### src/hw/spm_consts.svh
// Purpose: shared constants for the speed measurement and fault report link
// Assumes: 100 MHz module clock
// Notes: sample time is kept in its own unit and its cycle count derives from it; flash times are given directly as cycle counts
`ifndef SPM_CONSTS_SVH
`define SPM_CONSTS_SVH
`define SPM_CLK_MHZ 100
`define SPM_SAMPLE_US 100
`define SPM_SAMPLE_CYC (`SPM_SAMPLE_US * `SPM_CLK_MHZ)
`define SPM_FLASH_ON_CYC 32'd50000000
`define SPM_FLASH_GAP_CYC 32'd50000000
`define SPM_FLASH_PAUSE_CYC 32'd200000000
`define SPM_SPEED_SCALE 32'h05f5e100
`define SPM_CODE_WATCHDOG 5'h01
`define SPM_CODE_CONFIG 5'h0d
`define SPM_CODE_SPEED 5'h13
`define SPM_CODE_DAC_TIMEOUT 5'h16
`define SPM_GROUPS 4
`define SPM_CHANNELS 4
`endif

### src/hw/spm_pkg.sv
// Purpose: types shared by both ends of the speed module link
// Assumes: constants header included alongside
// Notes: only types live here
package spm_pkg;
  typedef logic [4:0] spm_code_type;
  typedef logic [1:0] spm_range_type;
endpackage

### src/hw/spm_if.sv
// Purpose: link between the host cpu end and the speed module end
// Assumes: one clock shared by both ends
// Notes: no clocking block, testbench joins the two ends here
interface spm_if;
  logic cfg_valid;
  logic [1:0] cfg_chan;
  logic [3:0] cfg_group;
  logic [1:0] cfg_range;
  logic key_valid;
  logic [3:0] key_groups;
  logic init_done;
  logic [31:0] mem_speed;
  logic [31:0] mem_deriv;
  logic [3:0] mem_upd;
  logic [4:0] fault_code;
  modport host(output cfg_valid, output cfg_chan, output cfg_group, output cfg_range,
    output key_valid, output key_groups, output init_done,
    input mem_speed, input mem_deriv, input mem_upd, input fault_code);
  modport dev(input cfg_valid, input cfg_chan, input cfg_group, input cfg_range,
    input key_valid, input key_groups, input init_done,
    output mem_speed, output mem_deriv, output mem_upd, output fault_code);
endinterface

### src/hw/spm_dev.sv
// Purpose: speed period measurement, filter, fault flash and output shutdown
// Assumes: speed pulse input already synchronous to clk_i
// Notes: one speed input; memory copy is a set of registers on the link
`include "spm_consts.svh"
// ==========
// speed module end
module spm_dev
  import spm_pkg::*;
#(
  parameter int unsigned SAMPLE_CYC = `SPM_SAMPLE_CYC,
  parameter logic [31:0] FLASH_ON = `SPM_FLASH_ON_CYC,
  parameter logic [31:0] FLASH_GAP = `SPM_FLASH_GAP_CYC,
  parameter logic [31:0] FLASH_PAUSE = `SPM_FLASH_PAUSE_CYC
) (
  // clock and reset
  input wire logic clk_i,
  input wire logic rst_i,
  // link to host
  spm_if.dev link,
  // field side
  input wire logic speed_pulse_i,
  input wire logic [3:0] ao_src_ok_i,
  input wire logic [3:0] ao_ret_ok_i,
  input wire logic sw_wdog_i,
  input wire logic hw_wdog_i,
  input wire logic bus_wdog_i,
  input wire spm_code_type fault_code_i,
  // indicators and outputs
  output logic fault_led_o,
  output logic [3:0] ao_enable_o,
  output logic [3:0] ao_fault_o
);
  typedef enum logic [1:0] {
    SPM_F_IDLE = 2'b00,
    SPM_F_ON = 2'b01,
    SPM_F_GAP = 2'b10,
    SPM_F_PAUSE = 2'b11
  } spm_flash_type;
  typedef struct packed {
    logic [3:0] psc_cnt;
    logic psc_out;
    logic psc_d;
    logic [31:0] per_cnt;
    logic [31:0] period;
    logic [13:0] tick_cnt;
    logic [31:0] avg0;
    logic [31:0] avg1;
    logic [31:0] avg2;
    logic [31:0] avg3;
    logic [31:0] speed;
    logic [31:0] deriv;
    logic [1:0] range;
    logic [7:0] chan_group;
    logic [31:0] mem_speed;
    logic [31:0] mem_deriv;
    logic [3:0] mem_upd;
    spm_flash_type fst;
    logic [31:0] ftim;
    logic [4:0] fleft;
    logic [4:0] code;
    logic led;
    logic [3:0] ao_en;
    logic [3:0] ao_flt;
  } spm_dev_state_type;
  spm_dev_state_type st, next_st;
  logic [3:0] psc_limit;
  logic [31:0] sum;
  logic wdog;
  // ==========
  // prescale selection and filter sum
  // prescale factor per range: higher speed ranges divide harder
  always_comb begin
    unique case (st.range)
      2'h0: psc_limit = 4'h0;
      2'h1: psc_limit = 4'h1;
      2'h2: psc_limit = 4'h3;
      2'h3: psc_limit = 4'h7;
    endcase
  end
  assign sum = (st.speed >> 2) + (st.avg1 >> 2) + (st.avg2 >> 2) + (st.avg3 >> 2);
  assign wdog = sw_wdog_i | hw_wdog_i | bus_wdog_i;
  // ==========
  // next state
  always_comb begin
    next_st = st;
    // toggle prescaler output every psc_limit+1 input rising edges
    next_st.psc_d = speed_pulse_i;
    if (speed_pulse_i && !st.psc_d) begin
      if (st.psc_cnt >= psc_limit) begin
        next_st.psc_cnt = 4'h0;
        next_st.psc_out = ~st.psc_out;
      end else begin
        next_st.psc_cnt = st.psc_cnt + 4'h1;
      end
    end
    // period counter, latched on each rising prescaled edge
    if (next_st.psc_out && !st.psc_out) begin
      next_st.period = st.per_cnt;
      next_st.per_cnt = 32'h1;
    end else if (st.per_cnt != 32'hffffffff) begin
      next_st.per_cnt = st.per_cnt + 32'h1; // saturate so the first period after a long stall reads slow
    end
    // 100 us sampler with divide, average and derivative
    if (st.tick_cnt == 14'(SAMPLE_CYC - 1)) begin
      next_st.tick_cnt = 14'h0;
      next_st.speed = (st.period == 32'h0) ? 32'h0 : `SPM_SPEED_SCALE / st.period;
      next_st.avg3 = st.avg2;
      next_st.avg2 = st.avg1;
      next_st.avg1 = st.speed;
      next_st.avg0 = sum;
      next_st.deriv = sum - st.avg0;
    end else begin
      next_st.tick_cnt = st.tick_cnt + 14'h1;
    end
    // per channel rate group configuration, range taken from channel 0
    if (link.cfg_valid) begin
      next_st.chan_group[2*link.cfg_chan +: 2] = link.cfg_group[1:0];
      if (link.cfg_chan == 2'h0) begin
        next_st.range = link.cfg_range;
      end
    end
    // key broadcast: copy newest values on every key, flag each due channel
    next_st.mem_upd = 4'h0;
    if (link.key_valid) begin
      for (int c = 0; c < 4; c++) begin
        if (link.key_groups[st.chan_group[2*c +: 2]]) begin
          next_st.mem_upd[c] = 1'b1;
        end
      end
      next_st.mem_speed = st.avg0;
      next_st.mem_deriv = st.deriv;
    end
    // output current check and shutdown
    for (int c = 0; c < 4; c++) begin
      next_st.ao_flt[c] = !(ao_src_ok_i[c] && ao_ret_ok_i[c]);
      next_st.ao_en[c] = !(wdog || fault_code_i != 5'h0);
    end
    // flash code sequencer
    unique case (st.fst)
      SPM_F_IDLE: begin
        next_st.led = 1'b0;
        if (fault_code_i != 5'h0) begin
          next_st.code = fault_code_i;
          next_st.fleft = fault_code_i;
          next_st.fst = SPM_F_ON;
          next_st.ftim = 32'h0;
          next_st.led = 1'b1;
        end
      end
      SPM_F_ON: begin
        next_st.ftim = st.ftim + 32'h1;
        if (st.ftim >= FLASH_ON - 32'h1) begin
          next_st.ftim = 32'h0;
          next_st.led = 1'b0;
          next_st.fleft = st.fleft - 5'h1;
          next_st.fst = (st.fleft == 5'h1) ? SPM_F_PAUSE : SPM_F_GAP;
        end
      end
      SPM_F_GAP: begin
        next_st.ftim = st.ftim + 32'h1;
        if (st.ftim >= FLASH_GAP - 32'h1) begin
          next_st.ftim = 32'h0;
          next_st.led = 1'b1;
          next_st.fst = SPM_F_ON;
        end
      end
      SPM_F_PAUSE: begin
        next_st.ftim = st.ftim + 32'h1;
        if (st.ftim >= FLASH_PAUSE - 32'h1) begin
          next_st.ftim = 32'h0;
          next_st.fst = SPM_F_IDLE;
        end
      end
    endcase
  end
  // ==========
  // state register
  always_ff @(posedge clk_i) begin
    if (rst_i) begin
      st <= '0;
    end else begin
      st <= next_st;
    end
  end
  // ==========
  // outputs, all straight from the state register
  assign link.mem_speed = st.mem_speed;
  assign link.mem_deriv = st.mem_deriv;
  assign link.mem_upd = st.mem_upd;
  assign link.fault_code = st.code;
  assign fault_led_o = st.led;
  assign ao_enable_o = st.ao_en;
  assign ao_fault_o = st.ao_flt;
endmodule

### src/flat_wrapper.sv
// flat-port wrapper written by rule: the top's interface ports become plain ports
module spm_dev_flat import spm_pkg::*;
#(
  parameter int unsigned SAMPLE_CYC = `SPM_SAMPLE_CYC,
  parameter logic [31:0] FLASH_ON = `SPM_FLASH_ON_CYC,
  parameter logic [31:0] FLASH_GAP = `SPM_FLASH_GAP_CYC,
  parameter logic [31:0] FLASH_PAUSE = `SPM_FLASH_PAUSE_CYC
)
  (clk_i, rst_i, speed_pulse_i, ao_src_ok_i, ao_ret_ok_i, sw_wdog_i, hw_wdog_i, bus_wdog_i, fault_code_i, fault_led_o, ao_enable_o, ao_fault_o, link_cfg_valid, link_cfg_chan, link_cfg_group, link_cfg_range, link_key_valid, link_key_groups, link_init_done, link_mem_speed, link_mem_deriv, link_mem_upd, link_fault_code);
  spm_if link_i ();
  input wire logic clk_i;
  input wire logic rst_i;
  input wire logic speed_pulse_i;
  input wire logic [3:0] ao_src_ok_i;
  input wire logic [3:0] ao_ret_ok_i;
  input wire logic sw_wdog_i;
  input wire logic hw_wdog_i;
  input wire logic bus_wdog_i;
  input wire spm_code_type fault_code_i;
  output logic fault_led_o;
  output logic [3:0] ao_enable_o;
  output logic [3:0] ao_fault_o;
  input wire logic [$bits(link_i.cfg_valid)-1:0] link_cfg_valid;
  input wire logic [$bits(link_i.cfg_chan)-1:0] link_cfg_chan;
  input wire logic [$bits(link_i.cfg_group)-1:0] link_cfg_group;
  input wire logic [$bits(link_i.cfg_range)-1:0] link_cfg_range;
  input wire logic [$bits(link_i.key_valid)-1:0] link_key_valid;
  input wire logic [$bits(link_i.key_groups)-1:0] link_key_groups;
  input wire logic [$bits(link_i.init_done)-1:0] link_init_done;
  output wire logic [$bits(link_i.mem_speed)-1:0] link_mem_speed;
  output wire logic [$bits(link_i.mem_deriv)-1:0] link_mem_deriv;
  output wire logic [$bits(link_i.mem_upd)-1:0] link_mem_upd;
  output wire logic [$bits(link_i.fault_code)-1:0] link_fault_code;
  assign link_i.cfg_valid = link_cfg_valid;
  assign link_i.cfg_chan = link_cfg_chan;
  assign link_i.cfg_group = link_cfg_group;
  assign link_i.cfg_range = link_cfg_range;
  assign link_i.key_valid = link_key_valid;
  assign link_i.key_groups = link_key_groups;
  assign link_i.init_done = link_init_done;
  assign link_mem_speed = link_i.mem_speed;
  assign link_mem_deriv = link_i.mem_deriv;
  assign link_mem_upd = link_i.mem_upd;
  assign link_fault_code = link_i.fault_code;
  spm_dev #(.SAMPLE_CYC(SAMPLE_CYC), .FLASH_ON(FLASH_ON), .FLASH_GAP(FLASH_GAP), .FLASH_PAUSE(FLASH_PAUSE)) u_core (.clk_i(clk_i), .rst_i(rst_i), .link(link_i), .speed_pulse_i(speed_pulse_i), .ao_src_ok_i(ao_src_ok_i), .ao_ret_ok_i(ao_ret_ok_i), .sw_wdog_i(sw_wdog_i), .hw_wdog_i(hw_wdog_i), .bus_wdog_i(bus_wdog_i), .fault_code_i(fault_code_i), .fault_led_o(fault_led_o), .ao_enable_o(ao_enable_o), .ao_fault_o(ao_fault_o));
endmodule
### config.mk
export PLATFORM = sky130hd
export DESIGN_NAME = spm_dev_flat
export DESIGN_NICKNAME = d
export VERILOG_FILES = /design/src/hw/spm_pkg.sv /design/src/hw/spm_if.sv /design/src/hw/spm_dev.sv /design/src/flat_wrapper.sv
export VERILOG_INCLUDE_DIRS = /design/src /design/src/hw
export SDC_FILE = /design/constraint.sdc
export NUM_CORES = 2
export LEC_CHECK = 0
export BUFFER_PORTS_ARGS = -buffer_cell sky130_fd_sc_hd__clkbuf_2
export CORE_UTILIZATION = 50
export CTS_CLUSTER_DIAMETER = 200
export CTS_CLUSTER_SIZE = 28
export DETAILED_ROUTE_END_ITERATION = 12
export PLACE_DENSITY = 0.69
export SETUP_SLACK_MARGIN = 0.1
export SYNTH_ARGS = -nofsm -noshare
export SYNTH_HDL_FRONTEND = slang
export SYNTH_SLANG_ARGS = --single-unit
### constraint.sdc
create_clock -name clk_i -period 136.8 [get_ports clk_i]
set_input_delay 0 -clock clk_i [delete_from_list [all_inputs] [get_ports clk_i]]
set_output_delay 0 -clock clk_i [all_outputs]
set_load 0.05 [all_outputs]
# Yosys cells after proc, flatten, opt, wreduce, memory -nomap -nowiden
# Index checks and enable logic that the tools add are counted.
# totals
in_bits	34
regBits	404
# classes
eq_ne	13
add_sub_neg	10
shift	2
reduce_logical	30
div_mod_pow	1
mux	30
n_bitwise	4
magnitude_cmp	7
# ops
op	n
case mux 34 bit (4 select lines)	1
two-way mux 34 bit	2
adder 32 x 1 -> 32 bit (second input constant)	2
adder 32 x 30 -> 32 bit	2
two-way mux 45 bit	1
two-way mux 39 bit	1
negation 3 -> 34 bit	1
variable shift 2 x 34 -> 8 bit (first input constant)	1
indexed part select 2 x 34 -> 8 bit	1
divider 27 x 32 -> 32 bit (first input constant)	1
>= comparator 32 x 26 -> 1 bit (second input constant)	1
>= comparator 32 x 28 -> 1 bit (second input constant)	1
zero test 32 bit	1
two-way mux 32 bit	1
inequality test 32 bit (second input constant)	1
subtractor 32 bit	1
adder 30 x 30 -> 31 bit	1
case mux 4 bit (4 select lines)	1
two-way mux 1 bit	15
adder 14 x 1 -> 14 bit (second input constant)	1
== test 14 bit (second input constant)	1
< comparator 2 x 3 -> 1 bit (second input constant)	4
case mux 5 bit (2 select lines)	1
binary-select mux 1 bit (select 2 bit)	4
23 further kinds	50

# Longest topological paths before layout
# logic_depth
depth_word	7
ltp_mapped	325
depth_no_buf	292

# Least setup slack after synthesis
# OpenSTA, ideal clock, no wires.
# synth_path
path_kind	reg2reg
from	register u_core.st[349] in the netlist's numbering
to	register u_core.st[165] in the netlist's numbering
period_less_slack_ps	61434
required_time_ps	136683
path_stages_with_launch	299
setup_ps	117
arrival_time_ps	61317
path_slack_ps	75366
cell_sequence	dfxtp_1 > or4_1 > nor2_1 > nand3_4 > or4_1 > buf_6 > clkbuf_1 > nor2_1 > ha_1 > o21bai_1 > a211oi_1 > mux2_2 > nor2_1 > ha_1 > a21oi_1 > o21ai_1 > mux2_1 > a41oi_1 > (+263 left out) > nand2_1 > and2_1 > clkbuf_1 > clkbuf_1 > mux2_2 > ha_1 > a21oi_1 > nor2b_1 > o21ai_0 > nand2b_1 > a21oi_1 > nor2b_1 > o21ai_0 > nand2b_1 > o2111ai_1 > o21bai_1 > o311ai_1 > a22o_1
# synth_between
elab_chain_len	2
elab_cells_between_ends	3
# synth_rtl
element	line	rtl
start: declaration	spm_dev.sv:65	spm_dev_state_type st, next_st;
start signal: assignment	spm_dev.sv:182	st <= next_st;
divider 27 x 32 -> 32 bit (no line) or zero test 32 bit (tied branches)	--	
two-way mux 32 bit *	spm_dev.sv:106	next_st.speed = (st.period == 32'h0) ? 32'h0 : `SPM_SPEED_SCALE / st.period;
# Every way passes the cells marked *; elsewhere a longest branch is shown, timed or not.
# A chain may end at the register's enable or synchronous reset.

# Worst setup path after layout
# layout_path
from	register u_core.st[351] in the netlist's numbering
to	register u_core.st[165] in the netlist's numbering
# The elaborated chain is that of the path after synthesis.

==> impl_metrics.tcl <==
set metrics [dict create \
    endpoint_kind "flop" \
    path_clk_slew_ns 0.11 \
    slew_headroom_pct 19.80 \
    finalWeightedCongestion 1.002 \
    required_ns 137.34 \
    finalMaxSlewViolations 0 \
    grt_use_met2_pct 49.65 \
    clock_sinks 392 \
    rsz0062_at_grt "false" \
    synth-seq-area-share_pct 16.49 \
    post_cts_resized 0 \
    io_buffers 112 \
    drive_above_1_share_pct 6.317 \
    final-setup-viol-count 0 \
    drt_iter0_drc 4603 \
    area_growth_pct 4.699 \
    grt_pass1_vias 43620 \
    grt_pass1_wl_um 234800 \
    fp-row-count 112 \
    post-route-min-period_ns 75.53 \
    clock_latency_ns 0.60 \
    status "completed" \
    ctsRootBufferMaster "clkbuf_16" \
    viasPerCell 6.123 \
    synth-main-ff-cell "dfxtp_1" \
    ant_nets 0 \
    initial_core_util_pct 50.76 \
    final_util_pct 53.14 \
    synth-seq-cells 392 \
    core_area_um2 93750 \
    die_w_um 310.5 \
    drv_cap 0 \
    firstDrtPassIters 6 \
    gr-total-overflow 0 \
    grt_use_total_pct 30.26 \
    arrival_ns 76.07 \
    final.setup.worst_slack_ns 61.27 \
    die_h_um 310.5 \
    worstSetupPathType "reg -> reg" \
    syn_area_per_cell_um2 7.206 \
    place_hpwl_um 114500 \
    netlist_instances 6603 \
    detail_route.wirelength_um 151500 \
    fin_tns_setup_ns 0 \
    syn_area_um2 47580 \
    wl_per_cell_um 19.40 \
    whs_ns 0.1127 \
    crit_path_frequent_cell "ha_1" \
    path_max_fanout 32 \
    drc 0 \
    gr-usage-met1_pct 40.15 \
    slowest_delay_ns 1.01 \
    io_pins 116 \
    tightest_slew_ns 1.203 \
    start_kind "flop" \
    synth-edff-count 0 \
    antenna_found_initial 6 \
    fin_crit_sh_pct 55.21 \
    cts_buffers 18 \
    grt_max_degree 116 \
    grt_most_used_layer "met2" \
    async_flop_share_pct 0 \
    yosysUniqueCellTypes 118 \
    hold_viol_final 0 \
    hold_class "in -> reg" \
    cts_tree "built" \
    finClkSkew_ns 0.05619 \
    num_vias 47820 \
    grt_use_met3_pct 3.896 \
    slowest_stage "o311ai_1" \
    ys_warn_count 0 \
    final_nets 7160 \
    post-place-ws_ns 63.32 \
    fp.dieArea_um2 96410 \
    htree_levels 1 \
    r2r_slack_ns 61.27 \
    cts_max_path_buffers 3 \
    clock.fmax_ghz 0.01324 \
]
## cell type report
| type | count | area (um2) |
|---|---|---|
| antenna | 2 | 5.005 |
| clock buffer | 19 | 454.2 |
| clock inverter | 3 | 55.05 |
| fill | 9303 | 43930 |
| inverter | 320 | 1201 |
| multi-input combinational | 5586 | 37080 |
| sequential | 392 | 7849 |
| tap | 1254 | 1569 |
| timing repair buffer | 234 | 1607 |
## cell families after synthesis
family / Yosys count / synth area share [%]
other: 1 / 0.007881
xor gates and xnor gates: 440 / 8.099
DFF: 392 / 16.49
buffers and inverters: 627 / 5.727
muxes: 164 / 3.750
AOI/OAI and AO/OA: 1941 / 26.69
and+or+nand+nor: 2464 / 23.63
adders and majority gates: 574 / 15.60
## final timing paths
check,to,startpoint,cells after the start
worst min-delay path,u_core.ao_fault_o[1],ao_src_ok_i[1],3
worst max register to register,u_core.st[165],u_core.st[351],275
worst min register to register,u_core.st[225],u_core.st[257],2
worst max-delay path,u_core.st[165],u_core.st[351],275
## flip-flops by register name (all words and copies together), names as in the netlist
register	cells
u_core.st	313
u_core.fault_led_o	1
u_core.link.fault_code	5
u_core.link.mem_upd	4
u_core.link.mem_speed	32
u_core.link.mem_deriv	32
u_core.ao_fault_o	4
u_core.ao_enable_o	1
## layer usage
metal | routed length [um] | share of wire (%)
met1 | 66300 | 44
met2 | 66070 | 44
met5 | 11 | 0.0073
met4 | 6612 | 4.4
met3 | 12550 | 8.3
## synthesized netlist by cell type (144+ instances only)
cell type / n / area, um2
ha_1: 542 / 6782
dfxtp_1: 392 / 7848
a21o_1: 168 / 1261
a21oi_1: 621 / 3108
clkbuf_1: 182 / 683.2
inv_1: 319 / 1197
xnor2_1: 268 / 2347
xor2_1: 172 / 1506
nand3_1: 144 / 720.7
o21ai_0: 338 / 1692
nand2_1: 871 / 3269
nor2_1: 753 / 2826
## per-stage QoR
step,instance area (um2),cells
after floorplan,47590,6605
after global placement,48890,7744
after detailed placement,48890,7744
after CTS,49820,7808
after global routing,49820,7808
final,49820,7810
## repair_timing
action                                 4_1_cts  5_1_grt
setup buffers                                0        0
hold buffers                                42        0
setup endpoints to repair                    0        0
endpoints found under the hold margin       96        0
## critical path, delay by kind of cell, from the launching register on
family,cells,cell delay (ns)
muxes,6,2.64
AOI/OAI and AO/OA,150,42.89
DFF,1,0.40
and+or+nand+nor,75,16.28
buffers and inverters,16,3.77
adders and majority gates,28,9.27
## cells in the final DEF (no fill, tap or decap), types with 21 or more instances in the layout
cell / synthesis / layout
clkbuf_2: 1 / 110
nor4_1: 21 / 21
mux2_2: 65 / 65
or2_2: 32 / 32
dfxtp_1: 392 / 391
nor3_1: 142 / 142
nor2_1: 753 / 751
inv_1: 319 / 316
and2_1: 55 / 55
a21oi_1: 621 / 620
nand2_1: 871 / 871
ha_1: 542 / 542
and3_1: 70 / 70
a21o_1: 168 / 168
o31ai_1: 42 / 41
xor2_1: 172 / 172
nand2b_1: 86 / 86
nand3_1: 144 / 144
a211oi_1: 79 / 77
a31oi_1: 83 / 82
buf_4: 87 / 80
mux2i_1: 92 / 92
or3_1: 71 / 71
o211ai_1: 42 / 42
o21ai_0: 338 / 337
o21bai_1: 62 / 62
dlygate4sd3_1: 0 / 42
nor2b_1: 68 / 68
xnor2_1: 268 / 268
nand4_1: 54 / 54
o21a_1: 130 / 130
fa_1: 32 / 32
a311oi_1: 21 / 21
Power is left out: the tool's default activity adds up to more than one toggle a clock period on the data nets, which glitch-free logic cannot reach.
